**config.mk**
```make
export PLATFORM = sky130hd
export DESIGN_NAME = lowpower_mode_and_sys_status
export DESIGN_NICKNAME = d
export VERILOG_FILES = /design/src/lowpower_pkg.sv /design/src/recovery_counter.sv /design/src/lowpower_mode_and_sys_status.sv
export SDC_FILE = /design/constraint.sdc
export NUM_CORES = 1
export LEC_CHECK = 0
export BUFFER_PORTS_ARGS = -buffer_cell sky130_fd_sc_hd__buf_2
export CORE_MARGIN = 5
export CORE_UTILIZATION = 45
export CTS_CLUSTER_DIAMETER = 60
export DETAILED_ROUTE_END_ITERATION = 16
export PLACE_DENSITY = 0.8
export SYNTH_ARGS = -nofsm -noshare
export SYNTH_HDL_FRONTEND = slang
export SYNTH_SLANG_ARGS = --single-unit
export TNS_END_PERCENT = 10
```
**constraint.sdc**
```tcl
create_clock -name clk_in -period 2.4 [get_ports clk_in]
set_input_delay 0.36 -clock clk_in [delete_from_list [all_inputs] [get_ports clk_in]]
set_output_delay 0.36 -clock clk_in [all_outputs]
set_load 0.01 [all_outputs]
```
**src/lowpower_pkg.sv**
```systemverilog
package lowpower_pkg;
   // ----------------------------------------------------------------
   // Register map (word indices, one aligned word each; byte address is index times 4)
   // ----------------------------------------------------------------
   localparam logic [15:0] BREAK_STATUS_IDX       = 16'hFE00;
   localparam logic [15:0] RESET_CAUSE_STATUS_IDX = 16'hFE01;
   localparam logic [15:0] BREAK_FLAG_CONTROL_IDX = 16'hFE03;
   localparam logic [15:0] LOWPOWER_CONTROL_IDX   = 16'hFE04;
   localparam int          ADDR_W                 = 18;
   // ----------------------------------------------------------------
   // Field positions
   // ----------------------------------------------------------------
   localparam int BREAK_EXIT_BIT       = 1;
   localparam int BREAK_CLEAR_EN_BIT   = 7;
   localparam int RC_POWER_ON_BIT      = 7;
   localparam int RC_PIN_BIT           = 6;
   localparam int RC_WATCHDOG_BIT      = 5;
   localparam int RC_ILL_OPCODE_BIT    = 4;
   localparam int RC_ILL_ADDRESS_BIT   = 3;
   localparam int RC_LOW_VOLTAGE_BIT   = 1;
   localparam int CTL_SHORT_REC_BIT    = 0;
   localparam int CTL_WDOG_DIS_BIT     = 1;
   // ----------------------------------------------------------------
   // Reset values
   // ----------------------------------------------------------------
   localparam logic [7:0] RESET_CAUSE_POR_VAL = 8'h80;
   localparam logic       BREAK_CLEAR_EN_RST  = 1'b0;
   localparam logic [1:0] CONTROL_RST         = 2'h0;
   // ----------------------------------------------------------------
   // Timing: recovery in crystal clock cycles
   // ----------------------------------------------------------------
   localparam int STOP_REC_LONG_CYC  = 4096;
   localparam int STOP_REC_SHORT_CYC = 32;
   localparam int REC_CNT_W          = 13;

   typedef enum logic [2:0] {
      ST_RUN     = 3'b000,
      ST_WAIT    = 3'b001,
      ST_STOP    = 3'b010,
      ST_RECOVER = 3'b011,
      ST_RESUME  = 3'b100
   } lp_state_t;
endpackage : lowpower_pkg

```
**src/recovery_counter.sv**
```systemverilog
`timescale 1ns/1ps
`default_nettype none
// Counter that stays cleared while held, then counts up
module recovery_counter #(
   parameter int W = 13
) (
   input  wire logic         clk_in,
   input  wire logic         rst_in,
   input  wire logic         hold_in,
   input  wire logic [W-1:0] limit_in,
   output logic              done_out
);
   logic [W-1:0] cnt_q;

   always_ff @(posedge clk_in) begin
      if (rst_in || hold_in) begin
         cnt_q <= '0;
      end else if (cnt_q != limit_in) begin
         cnt_q <= cnt_q + 1'b1;
      end
   end

   always_ff @(posedge clk_in) begin
      if (rst_in || hold_in) begin
         done_out <= 1'b0;
      end else begin
         done_out <= (cnt_q == limit_in - 1'b1) || (cnt_q == limit_in);
      end
   end
endmodule : recovery_counter
`default_nettype wire

```
**src/lowpower_mode_and_sys_status.sv**
```systemverilog
`timescale 1ns/1ps
`default_nettype none
module lowpower_mode_and_sys_status #(
   parameter int STOP_REC_LONG = lowpower_pkg::STOP_REC_LONG_CYC
) (
   input  wire logic                         clk_in,
   input  wire logic                         rst_in,
   // Avalon-MM slave
   input  wire logic [lowpower_pkg::ADDR_W-1:0] avs_address_in,
   input  wire logic                         avs_read_in,
   input  wire logic                         avs_write_in,
   input  wire logic [31:0]                  avs_writedata_in,
   input  wire logic [3:0]                   avs_byteenable_in,
   output logic      [31:0]                  avs_readdata_out,
   output logic                              avs_waitrequest_out,
   // CPU side
   input  wire logic                         stop_instr_in,
   input  wire logic                         wait_instr_in,
   input  wire logic                         cpu_irq_in,
   input  wire logic                         break_irq_in,
   input  wire logic                         reset_pin_in,
   input  wire logic                         break_mode_in,
   output logic                              clear_imask_out,
   output logic                              cpu_clk_en_out,
   output logic                              periph_clk_en_out,
   output logic                              base_clock_output_en_out,
   output logic                              crystal_clock_en_out,
   output logic                              stacking_start_out,
   output logic                              lowpower_exit_out,
   output logic                              watchdog_run_out,
   // Reset causes, sampled on the first edge after reset release
   input  wire logic                         por_cause_in,
   input  wire logic                         pin_cause_in,
   input  wire logic                         wdog_cause_in,
   input  wire logic                         ill_opcode_cause_in,
   input  wire logic                         ill_fetch_cause_in,
   input  wire logic                         low_voltage_cause_in,
   // Status flag protection for peripheral modules
   output logic                              flag_clear_allow_out,
   output logic                              second_step_allow_out
);
   // ----------------------------------------------------------------
   // Bus decode
   // ----------------------------------------------------------------
   function automatic logic hit(
      input logic [lowpower_pkg::ADDR_W-1:0] a,
      input logic [15:0]                     idx
   );
      hit = (a == {idx, 2'b00});
   endfunction : hit

   logic                 acc_q;
   logic                 rd_hit_cause;
   logic                 wr_break_status;
   logic                 wr_flag_ctl;
   logic                 wr_ctl;
   logic                 req;
   logic                 lp_exit;
   logic                 break_clear_enable_q;
   logic [1:0]           ctl_q;
   logic                 break_exit_flag_q;
   logic [7:0]           reset_cause_q;
   logic                 rst_seen_q;
   logic                 rec_done;
   logic                 rec_hold;
   logic [lowpower_pkg::REC_CNT_W-1:0] rec_limit;
   lowpower_pkg::lp_state_t state_q;
   lowpower_pkg::lp_state_t state_d;

   // One wait state: request seen, answered on next edge
   assign req             = (avs_read_in || avs_write_in) && !acc_q;
   assign wr_break_status = avs_write_in && acc_q && avs_byteenable_in[0]
                            && hit(avs_address_in,
                                   lowpower_pkg::BREAK_STATUS_IDX);
   assign wr_flag_ctl     = avs_write_in && acc_q && avs_byteenable_in[0]
                            && hit(avs_address_in,
                                   lowpower_pkg::BREAK_FLAG_CONTROL_IDX);
   assign wr_ctl          = avs_write_in && acc_q && avs_byteenable_in[0]
                            && hit(avs_address_in,
                                   lowpower_pkg::LOWPOWER_CONTROL_IDX);
   assign rd_hit_cause    = avs_read_in && acc_q
                            && hit(avs_address_in,
                                   lowpower_pkg::RESET_CAUSE_STATUS_IDX);

   always_ff @(posedge clk_in) begin
      if (rst_in) begin
         acc_q <= 1'b0;
      end else begin
         acc_q <= req;
      end
   end

   always_ff @(posedge clk_in) begin
      if (rst_in) begin
         avs_waitrequest_out <= 1'b1;
      end else begin
         avs_waitrequest_out <= !req;
      end
   end

   always_ff @(posedge clk_in) begin
      if (rst_in) begin
         avs_readdata_out <= 32'h0000_0000;
      end else if (req && avs_read_in) begin
         avs_readdata_out <= 32'h0000_0000;
         if (hit(avs_address_in, lowpower_pkg::BREAK_STATUS_IDX)) begin
            avs_readdata_out[lowpower_pkg::BREAK_EXIT_BIT] <=
               break_exit_flag_q;
         end
         if (hit(avs_address_in, lowpower_pkg::RESET_CAUSE_STATUS_IDX)) begin
            avs_readdata_out[7:0] <= reset_cause_q;
         end
         if (hit(avs_address_in, lowpower_pkg::BREAK_FLAG_CONTROL_IDX)) begin
            avs_readdata_out[lowpower_pkg::BREAK_CLEAR_EN_BIT] <=
               break_clear_enable_q;
         end
         if (hit(avs_address_in, lowpower_pkg::LOWPOWER_CONTROL_IDX)) begin
            avs_readdata_out[1:0] <= ctl_q;
         end
      end
   end

   // ----------------------------------------------------------------
   // Registers
   // ----------------------------------------------------------------
   always_ff @(posedge clk_in) begin
      if (rst_in) begin
         break_clear_enable_q <= lowpower_pkg::BREAK_CLEAR_EN_RST;
      end else if (wr_flag_ctl) begin
         break_clear_enable_q <=
            avs_writedata_in[lowpower_pkg::BREAK_CLEAR_EN_BIT];
      end
   end

   // Short recovery meant for canned oscillators only
   always_ff @(posedge clk_in) begin
      if (rst_in) begin
         ctl_q <= lowpower_pkg::CONTROL_RST;
      end else if (wr_ctl) begin
         ctl_q <= avs_writedata_in[1:0];
      end
   end

   // Set wins over a write of 0 in the same cycle
   always_ff @(posedge clk_in) begin
      if (rst_in) begin
         break_exit_flag_q <= 1'b0;
      end else if (break_irq_in && (state_q == lowpower_pkg::ST_WAIT
                   || state_q == lowpower_pkg::ST_STOP)) begin
         break_exit_flag_q <= 1'b1;
      end else if (wr_break_status
                   && !avs_writedata_in[lowpower_pkg::BREAK_EXIT_BIT]) begin
         break_exit_flag_q <= 1'b0;
      end
   end

   // Causes are caught on the first edge after reset release
   always_ff @(posedge clk_in) begin
      if (rst_in) begin
         rst_seen_q <= 1'b0;
      end else begin
         rst_seen_q <= 1'b1;
      end
   end

   always_ff @(posedge clk_in) begin
      if (rst_in) begin
         reset_cause_q <= 8'h00;
      end else if (!rst_seen_q) begin
         if (por_cause_in) begin
            reset_cause_q <= lowpower_pkg::RESET_CAUSE_POR_VAL;
         end else begin
            reset_cause_q <= 8'h00;
            reset_cause_q[lowpower_pkg::RC_PIN_BIT] <= pin_cause_in;
            reset_cause_q[lowpower_pkg::RC_WATCHDOG_BIT] <= wdog_cause_in;
            reset_cause_q[lowpower_pkg::RC_ILL_OPCODE_BIT] <=
               ill_opcode_cause_in;
            reset_cause_q[lowpower_pkg::RC_ILL_ADDRESS_BIT] <=
               ill_fetch_cause_in;
            reset_cause_q[lowpower_pkg::RC_LOW_VOLTAGE_BIT] <=
               low_voltage_cause_in;
         end
      end else if (rd_hit_cause) begin
         reset_cause_q <= 8'h00;
      end
   end

   // ----------------------------------------------------------------
   // Low-power sequencing
   // ----------------------------------------------------------------
   assign lp_exit   = reset_pin_in || cpu_irq_in || break_irq_in;
   assign rec_hold  = (state_q != lowpower_pkg::ST_RECOVER);
   assign rec_limit = ctl_q[lowpower_pkg::CTL_SHORT_REC_BIT]
      ? lowpower_pkg::REC_CNT_W'(lowpower_pkg::STOP_REC_SHORT_CYC)
      : lowpower_pkg::REC_CNT_W'(STOP_REC_LONG);

   recovery_counter #(
      .W (lowpower_pkg::REC_CNT_W)
   ) u_rec (
      .clk_in   (clk_in),
      .rst_in   (rst_in),
      .hold_in  (rec_hold),
      .limit_in (rec_limit),
      .done_out (rec_done)
   );

   always_comb begin
      state_d = state_q;
      unique case (state_q)
         lowpower_pkg::ST_RUN: begin
            if (stop_instr_in) begin
               state_d = lowpower_pkg::ST_STOP;
            end else if (wait_instr_in) begin
               state_d = lowpower_pkg::ST_WAIT;
            end
         end
         lowpower_pkg::ST_WAIT: begin
            if (lp_exit) begin
               state_d = lowpower_pkg::ST_RESUME;
            end
         end
         lowpower_pkg::ST_STOP: begin
            if (lp_exit) begin
               state_d = lowpower_pkg::ST_RECOVER;
            end
         end
         lowpower_pkg::ST_RECOVER: begin
            if (rec_done) begin
               state_d = lowpower_pkg::ST_RESUME;
            end
         end
         lowpower_pkg::ST_RESUME: begin
            state_d = lowpower_pkg::ST_RUN;
         end
         default: begin
            state_d = lowpower_pkg::ST_RUN;
         end
      endcase
   end

   always_ff @(posedge clk_in) begin
      if (rst_in) begin
         state_q <= lowpower_pkg::ST_RUN;
      end else begin
         state_q <= state_d;
      end
   end

   // ----------------------------------------------------------------
   // Outputs, all registered
   // ----------------------------------------------------------------
   always_ff @(posedge clk_in) begin
      if (rst_in) begin
         clear_imask_out <= 1'b0;
      end else begin
         clear_imask_out <= (state_q == lowpower_pkg::ST_RUN)
                            && (stop_instr_in || wait_instr_in);
      end
   end

   // CPU clock off in wait, stop and recover, on again in resume and run
   always_ff @(posedge clk_in) begin
      if (rst_in) begin
         cpu_clk_en_out <= 1'b1;
      end else begin
         cpu_clk_en_out <= (state_d == lowpower_pkg::ST_RUN)
                           || (state_d == lowpower_pkg::ST_RESUME);
      end
   end

   // Stop gates every system clock; recovery restores base and crystal clocks first, the peripheral clock only at resume
   always_ff @(posedge clk_in) begin
      if (rst_in) begin
         periph_clk_en_out        <= 1'b1;
         base_clock_output_en_out <= 1'b1;
         crystal_clock_en_out     <= 1'b1;
      end else begin
         periph_clk_en_out        <= (state_d != lowpower_pkg::ST_STOP)
                                     && (state_d != lowpower_pkg::ST_RECOVER);
         base_clock_output_en_out <= (state_d != lowpower_pkg::ST_STOP);
         crystal_clock_en_out     <= (state_d != lowpower_pkg::ST_STOP);
      end
   end

   always_ff @(posedge clk_in) begin
      if (rst_in) begin
         stacking_start_out <= 1'b0;
      end else begin
         stacking_start_out <= (state_q == lowpower_pkg::ST_RESUME)
                               && !reset_pin_in;
      end
   end

   always_ff @(posedge clk_in) begin
      if (rst_in) begin
         lowpower_exit_out <= 1'b0;
      end else begin
         lowpower_exit_out <= lp_exit;
      end
   end

   always_ff @(posedge clk_in) begin
      if (rst_in) begin
         watchdog_run_out <= 1'b1;
      end else begin
         watchdog_run_out <= !ctl_q[lowpower_pkg::CTL_WDOG_DIS_BIT]
                             && (state_d != lowpower_pkg::ST_STOP)
                             && (state_d != lowpower_pkg::ST_RECOVER);
      end
   end

   // Peripherals gate their clears with these; a clear done while
   // allowed is final, so nothing here restores a flag
   always_ff @(posedge clk_in) begin
      if (rst_in) begin
         flag_clear_allow_out  <= 1'b1;
         second_step_allow_out <= 1'b1;
      end else begin
         flag_clear_allow_out  <= !break_mode_in || break_clear_enable_q;
         second_step_allow_out <= !break_mode_in;
      end
   end
endmodule : lowpower_mode_and_sys_status
`default_nettype wire

```
==> flow_metrics.env <==
export IMPL_outcome="complete, no violations"
export IMPL_cts_tree="yes"
export IMPL_ys_ff_latch=46
export IMPL_areaGrowthSynthToFinish_pct=14.9
export IMPL_power_density_mw_per_mm2=604
export IMPL_final_cells=346
export IMPL_syn_inst=235
export IMPL_rsz0062_at_grt="false"
export IMPL_critPathMaxFanout=6
export IMPL_ys_flop_type="dfxtp_1"
export IMPL_clkLatencyLatePin_ns=0.31
export IMPL_setup_ws_ns=0.647
export IMPL_hold_buffers=0
export IMPL_totalNegativeSetupSlack_ns=0
export IMPL_yosys_area_top_type_share=0.428
export IMPL_max_freq_ghz=0.570
export IMPL_cts_buffer_depth=2
export IMPL_post_route_util=0.527
export IMPL_drt_iter0_drc=91
export IMPL_place_ws_ns=0.323
export IMPL_clock_skew_ns=0.00584
export IMPL_die_w_um=79.2
export IMPL_cts_setup_buffers=0
export IMPL_period_share=0.731
export IMPL_yosys_cell_types_count=45
export IMPL_cts_resized=0
export IMPL_placed_cells=338
export IMPL_cts_buffers=5
export IMPL_htreeDepth=2
export IMPL_power_total_mw=1.49
export IMPL_fp_row_count=25
export IMPL_dp_hpwl_um=3420
export IMPL_min_path_cells=2
export IMPL_maxCapViolCount=0
export IMPL_slew_violations=0
export IMPL_power_leakage_nw=1.03
export IMPL_drive_gt1_frac=0.253
export IMPL_yosys_area_top_type="dfxtp_1"
export IMPL_cts_sinks=46
export IMPL_synth_area_top_cells="dfxtp_1 43%, buf_4 9.1%, xor2_1 4.1%"
export IMPL_n_antenna_cell=0
export IMPL_fill_cells=442
export IMPL_final_setup_viol_count=0
export IMPL_overflow=0
export IMPL_yosys_warnings=0
export IMPL_syn_area_per_cell_um2=9.16
export IMPL_rr_worst_depth=4
export IMPL_numPortBuffers=55
export IMPL_wl_um=4450
export IMPL_ios=113
export IMPL_vias=1796
export IMPL_synth_edf_count=0
export IMPL_hold_path_class="in2reg"
export IMPL_syn_cell_area_mm2=0.00215
export IMPL_core_area_mm2=0.00469
export IMPL_cp_end_kind="flip-flop"
export IMPL_hold_violations=0
export IMPL_critPathKind="in2reg"
export IMPL_postRouteAntennaNets=0
export IMPL_yosysSeqAreaShare=0.428
export IMPL_nets=363
export IMPL_required_ns=2.61
export IMPL_drt_first_pass_iters=4
export IMPL_drc=0
export IMPL_min_period_ns=1.75
export IMPL_viasPerCell=5.19
export IMPL_grt_max_degree=17
export IMPL_wl_per_cell_um=12.9
export IMPL_clk_pin_slew_worst_paths_ns=0.09
export IMPL_start_util=0.459
export IMPL_start_kind="primary input"
export IMPL_gp_congestion=0.806
export IMPL_fp_dieH_um=79.2
export IMPL_antenna_found_initial=0
export IMPL_ys_async_sr_fraction=0
export IMPL_grt_total_usage=0.147
export IMPL_relSlewSlack=0.510
export IMPL_cp_arrival_ns=1.96
export IMPL_die_area_mm2=0.00627
export IMPL_cts_root_buffer="clkbuf_8"
export IMPL_grt_pass1_wl_um=7330
export IMPL_tightestPinTransition_ns=0.728
export IMPL_peakVddDrop_v=0.000368
export IMPL_grt_pass1_vias=1693
## placed cells by master, fill, tap and decap left out, types with 6 or more instances in the layout
master,n
nand3_1,9
nand4_1,9
a22o_1,9
dfxtp_1,46
inv_1,6
o21ai_0,6
nand2_1,10
conb_1,25
a21oi_1,12
nor2_1,21
xor2_1,10
buf_2,55
## path summary, 6_finish.rpt
kind / startpoint / to / slack (ns)
setup / recovery: avs_address_in[1] / reset_cause_q[4] / 0.65
hold / removal: break_mode_in / second_step_allow_out / 0.21
setup reg to reg: state_q[0] / cpu_clk_en_out / 0.75
hold reg to reg: avs_readdata_out[7] / avs_readdata_out[7] / 0.46
## layout make-up
type                       count  area (um2)  area share
clock inverter                 3        25.0      0.0101
tap                           54        67.6      0.0273
inverter                       6        22.5     0.00911
timing repair buffer          56         283       0.114
multi-input combinational    176        1080       0.439
sequential                    46         921       0.372
clock buffer                   5        68.8      0.0278
## per-stage QoR
| stage | cell area, um2 | hold WS [ns] |
|---|---|---|
| 2_1_floorplan | 2240 | 0.420 |
| 4_1_cts | 2470 | 0.209 |
| 3_3_place_gp | 2380 | 0.438 |
| 3_5_place_dp | 2380 | 0.450 |
| 6_report | 2470 | 0.214 |
| 5_1_grt | 2470 | 0.198 |
## metal layers
metal / routed length (um) / track usage / vias up
met5: 0 / 0 / -
met4: 88 / 0.0601 / 0
met3: 354 / 0.0533 / 9
met2: 2010 / 0.236 / 77
met1: 2000 / 0.179 / 808
li1: - / - / 902
## cells by family (layout without fill, tap and decap cells)
logic type,Yosys count,after routing,synth area share
adder cells (fa/ha/maj),2,2,0.0116
multiplexers,2,2,0.00988
flip-flops,46,46,0.428
AND/OR/NAND/NOR,98,98,0.267
buffers and inverters,37,70,0.110
XOR/XNOR,11,11,0.0448
other,1,25,0.00174
AO/OA/AOI/OAI,38,38,0.127
## power breakdown
part | internal (mW) | switching, mW | leakage (nW)
sequential | 0.797 | 0.0272 | 0.376
clock | 0.210 | 0.279 | 0.0447
combinational | 0.0787 | 0.0991 | 0.612
## synth_stat cells (4+ instances only)
| master | instances |
|---|---|
| nand2_1 | 10 |
| inv_1 | 6 |
| nand4_1 | 9 |
| a22o_1 | 9 |
| dfxtp_1 | 46 |
| a21oi_1 | 12 |
| xor2_1 | 10 |
| nor3b_1 | 4 |
| o21ai_0 | 6 |
| and2_1 | 5 |
| nand2b_1 | 5 |
| clkbuf_1 | 5 |
| nor2_1 | 21 |
| nor4_1 | 5 |
| nand3_1 | 9 |
| nand3b_1 | 4 |
| and3_1 | 4 |
| nor3_1 | 4 |
| buf_4 | 26 |
## worst max-delay path, stage by stage
cell and delay (ns):
buf_2 0.10, or4_4 0.53, or3_4 0.38, o311a_4 0.41, a22o_1 0.18
## registers in the layout (all words and copies together), names as in the netlist, 2 cells and up
name	count
reset_cause_q	6
avs_readdata_out	7
ctl_q	2
state_q	3
u_rec.cnt_q	13
No activity file was read; power rests on OpenSTA's default activity.
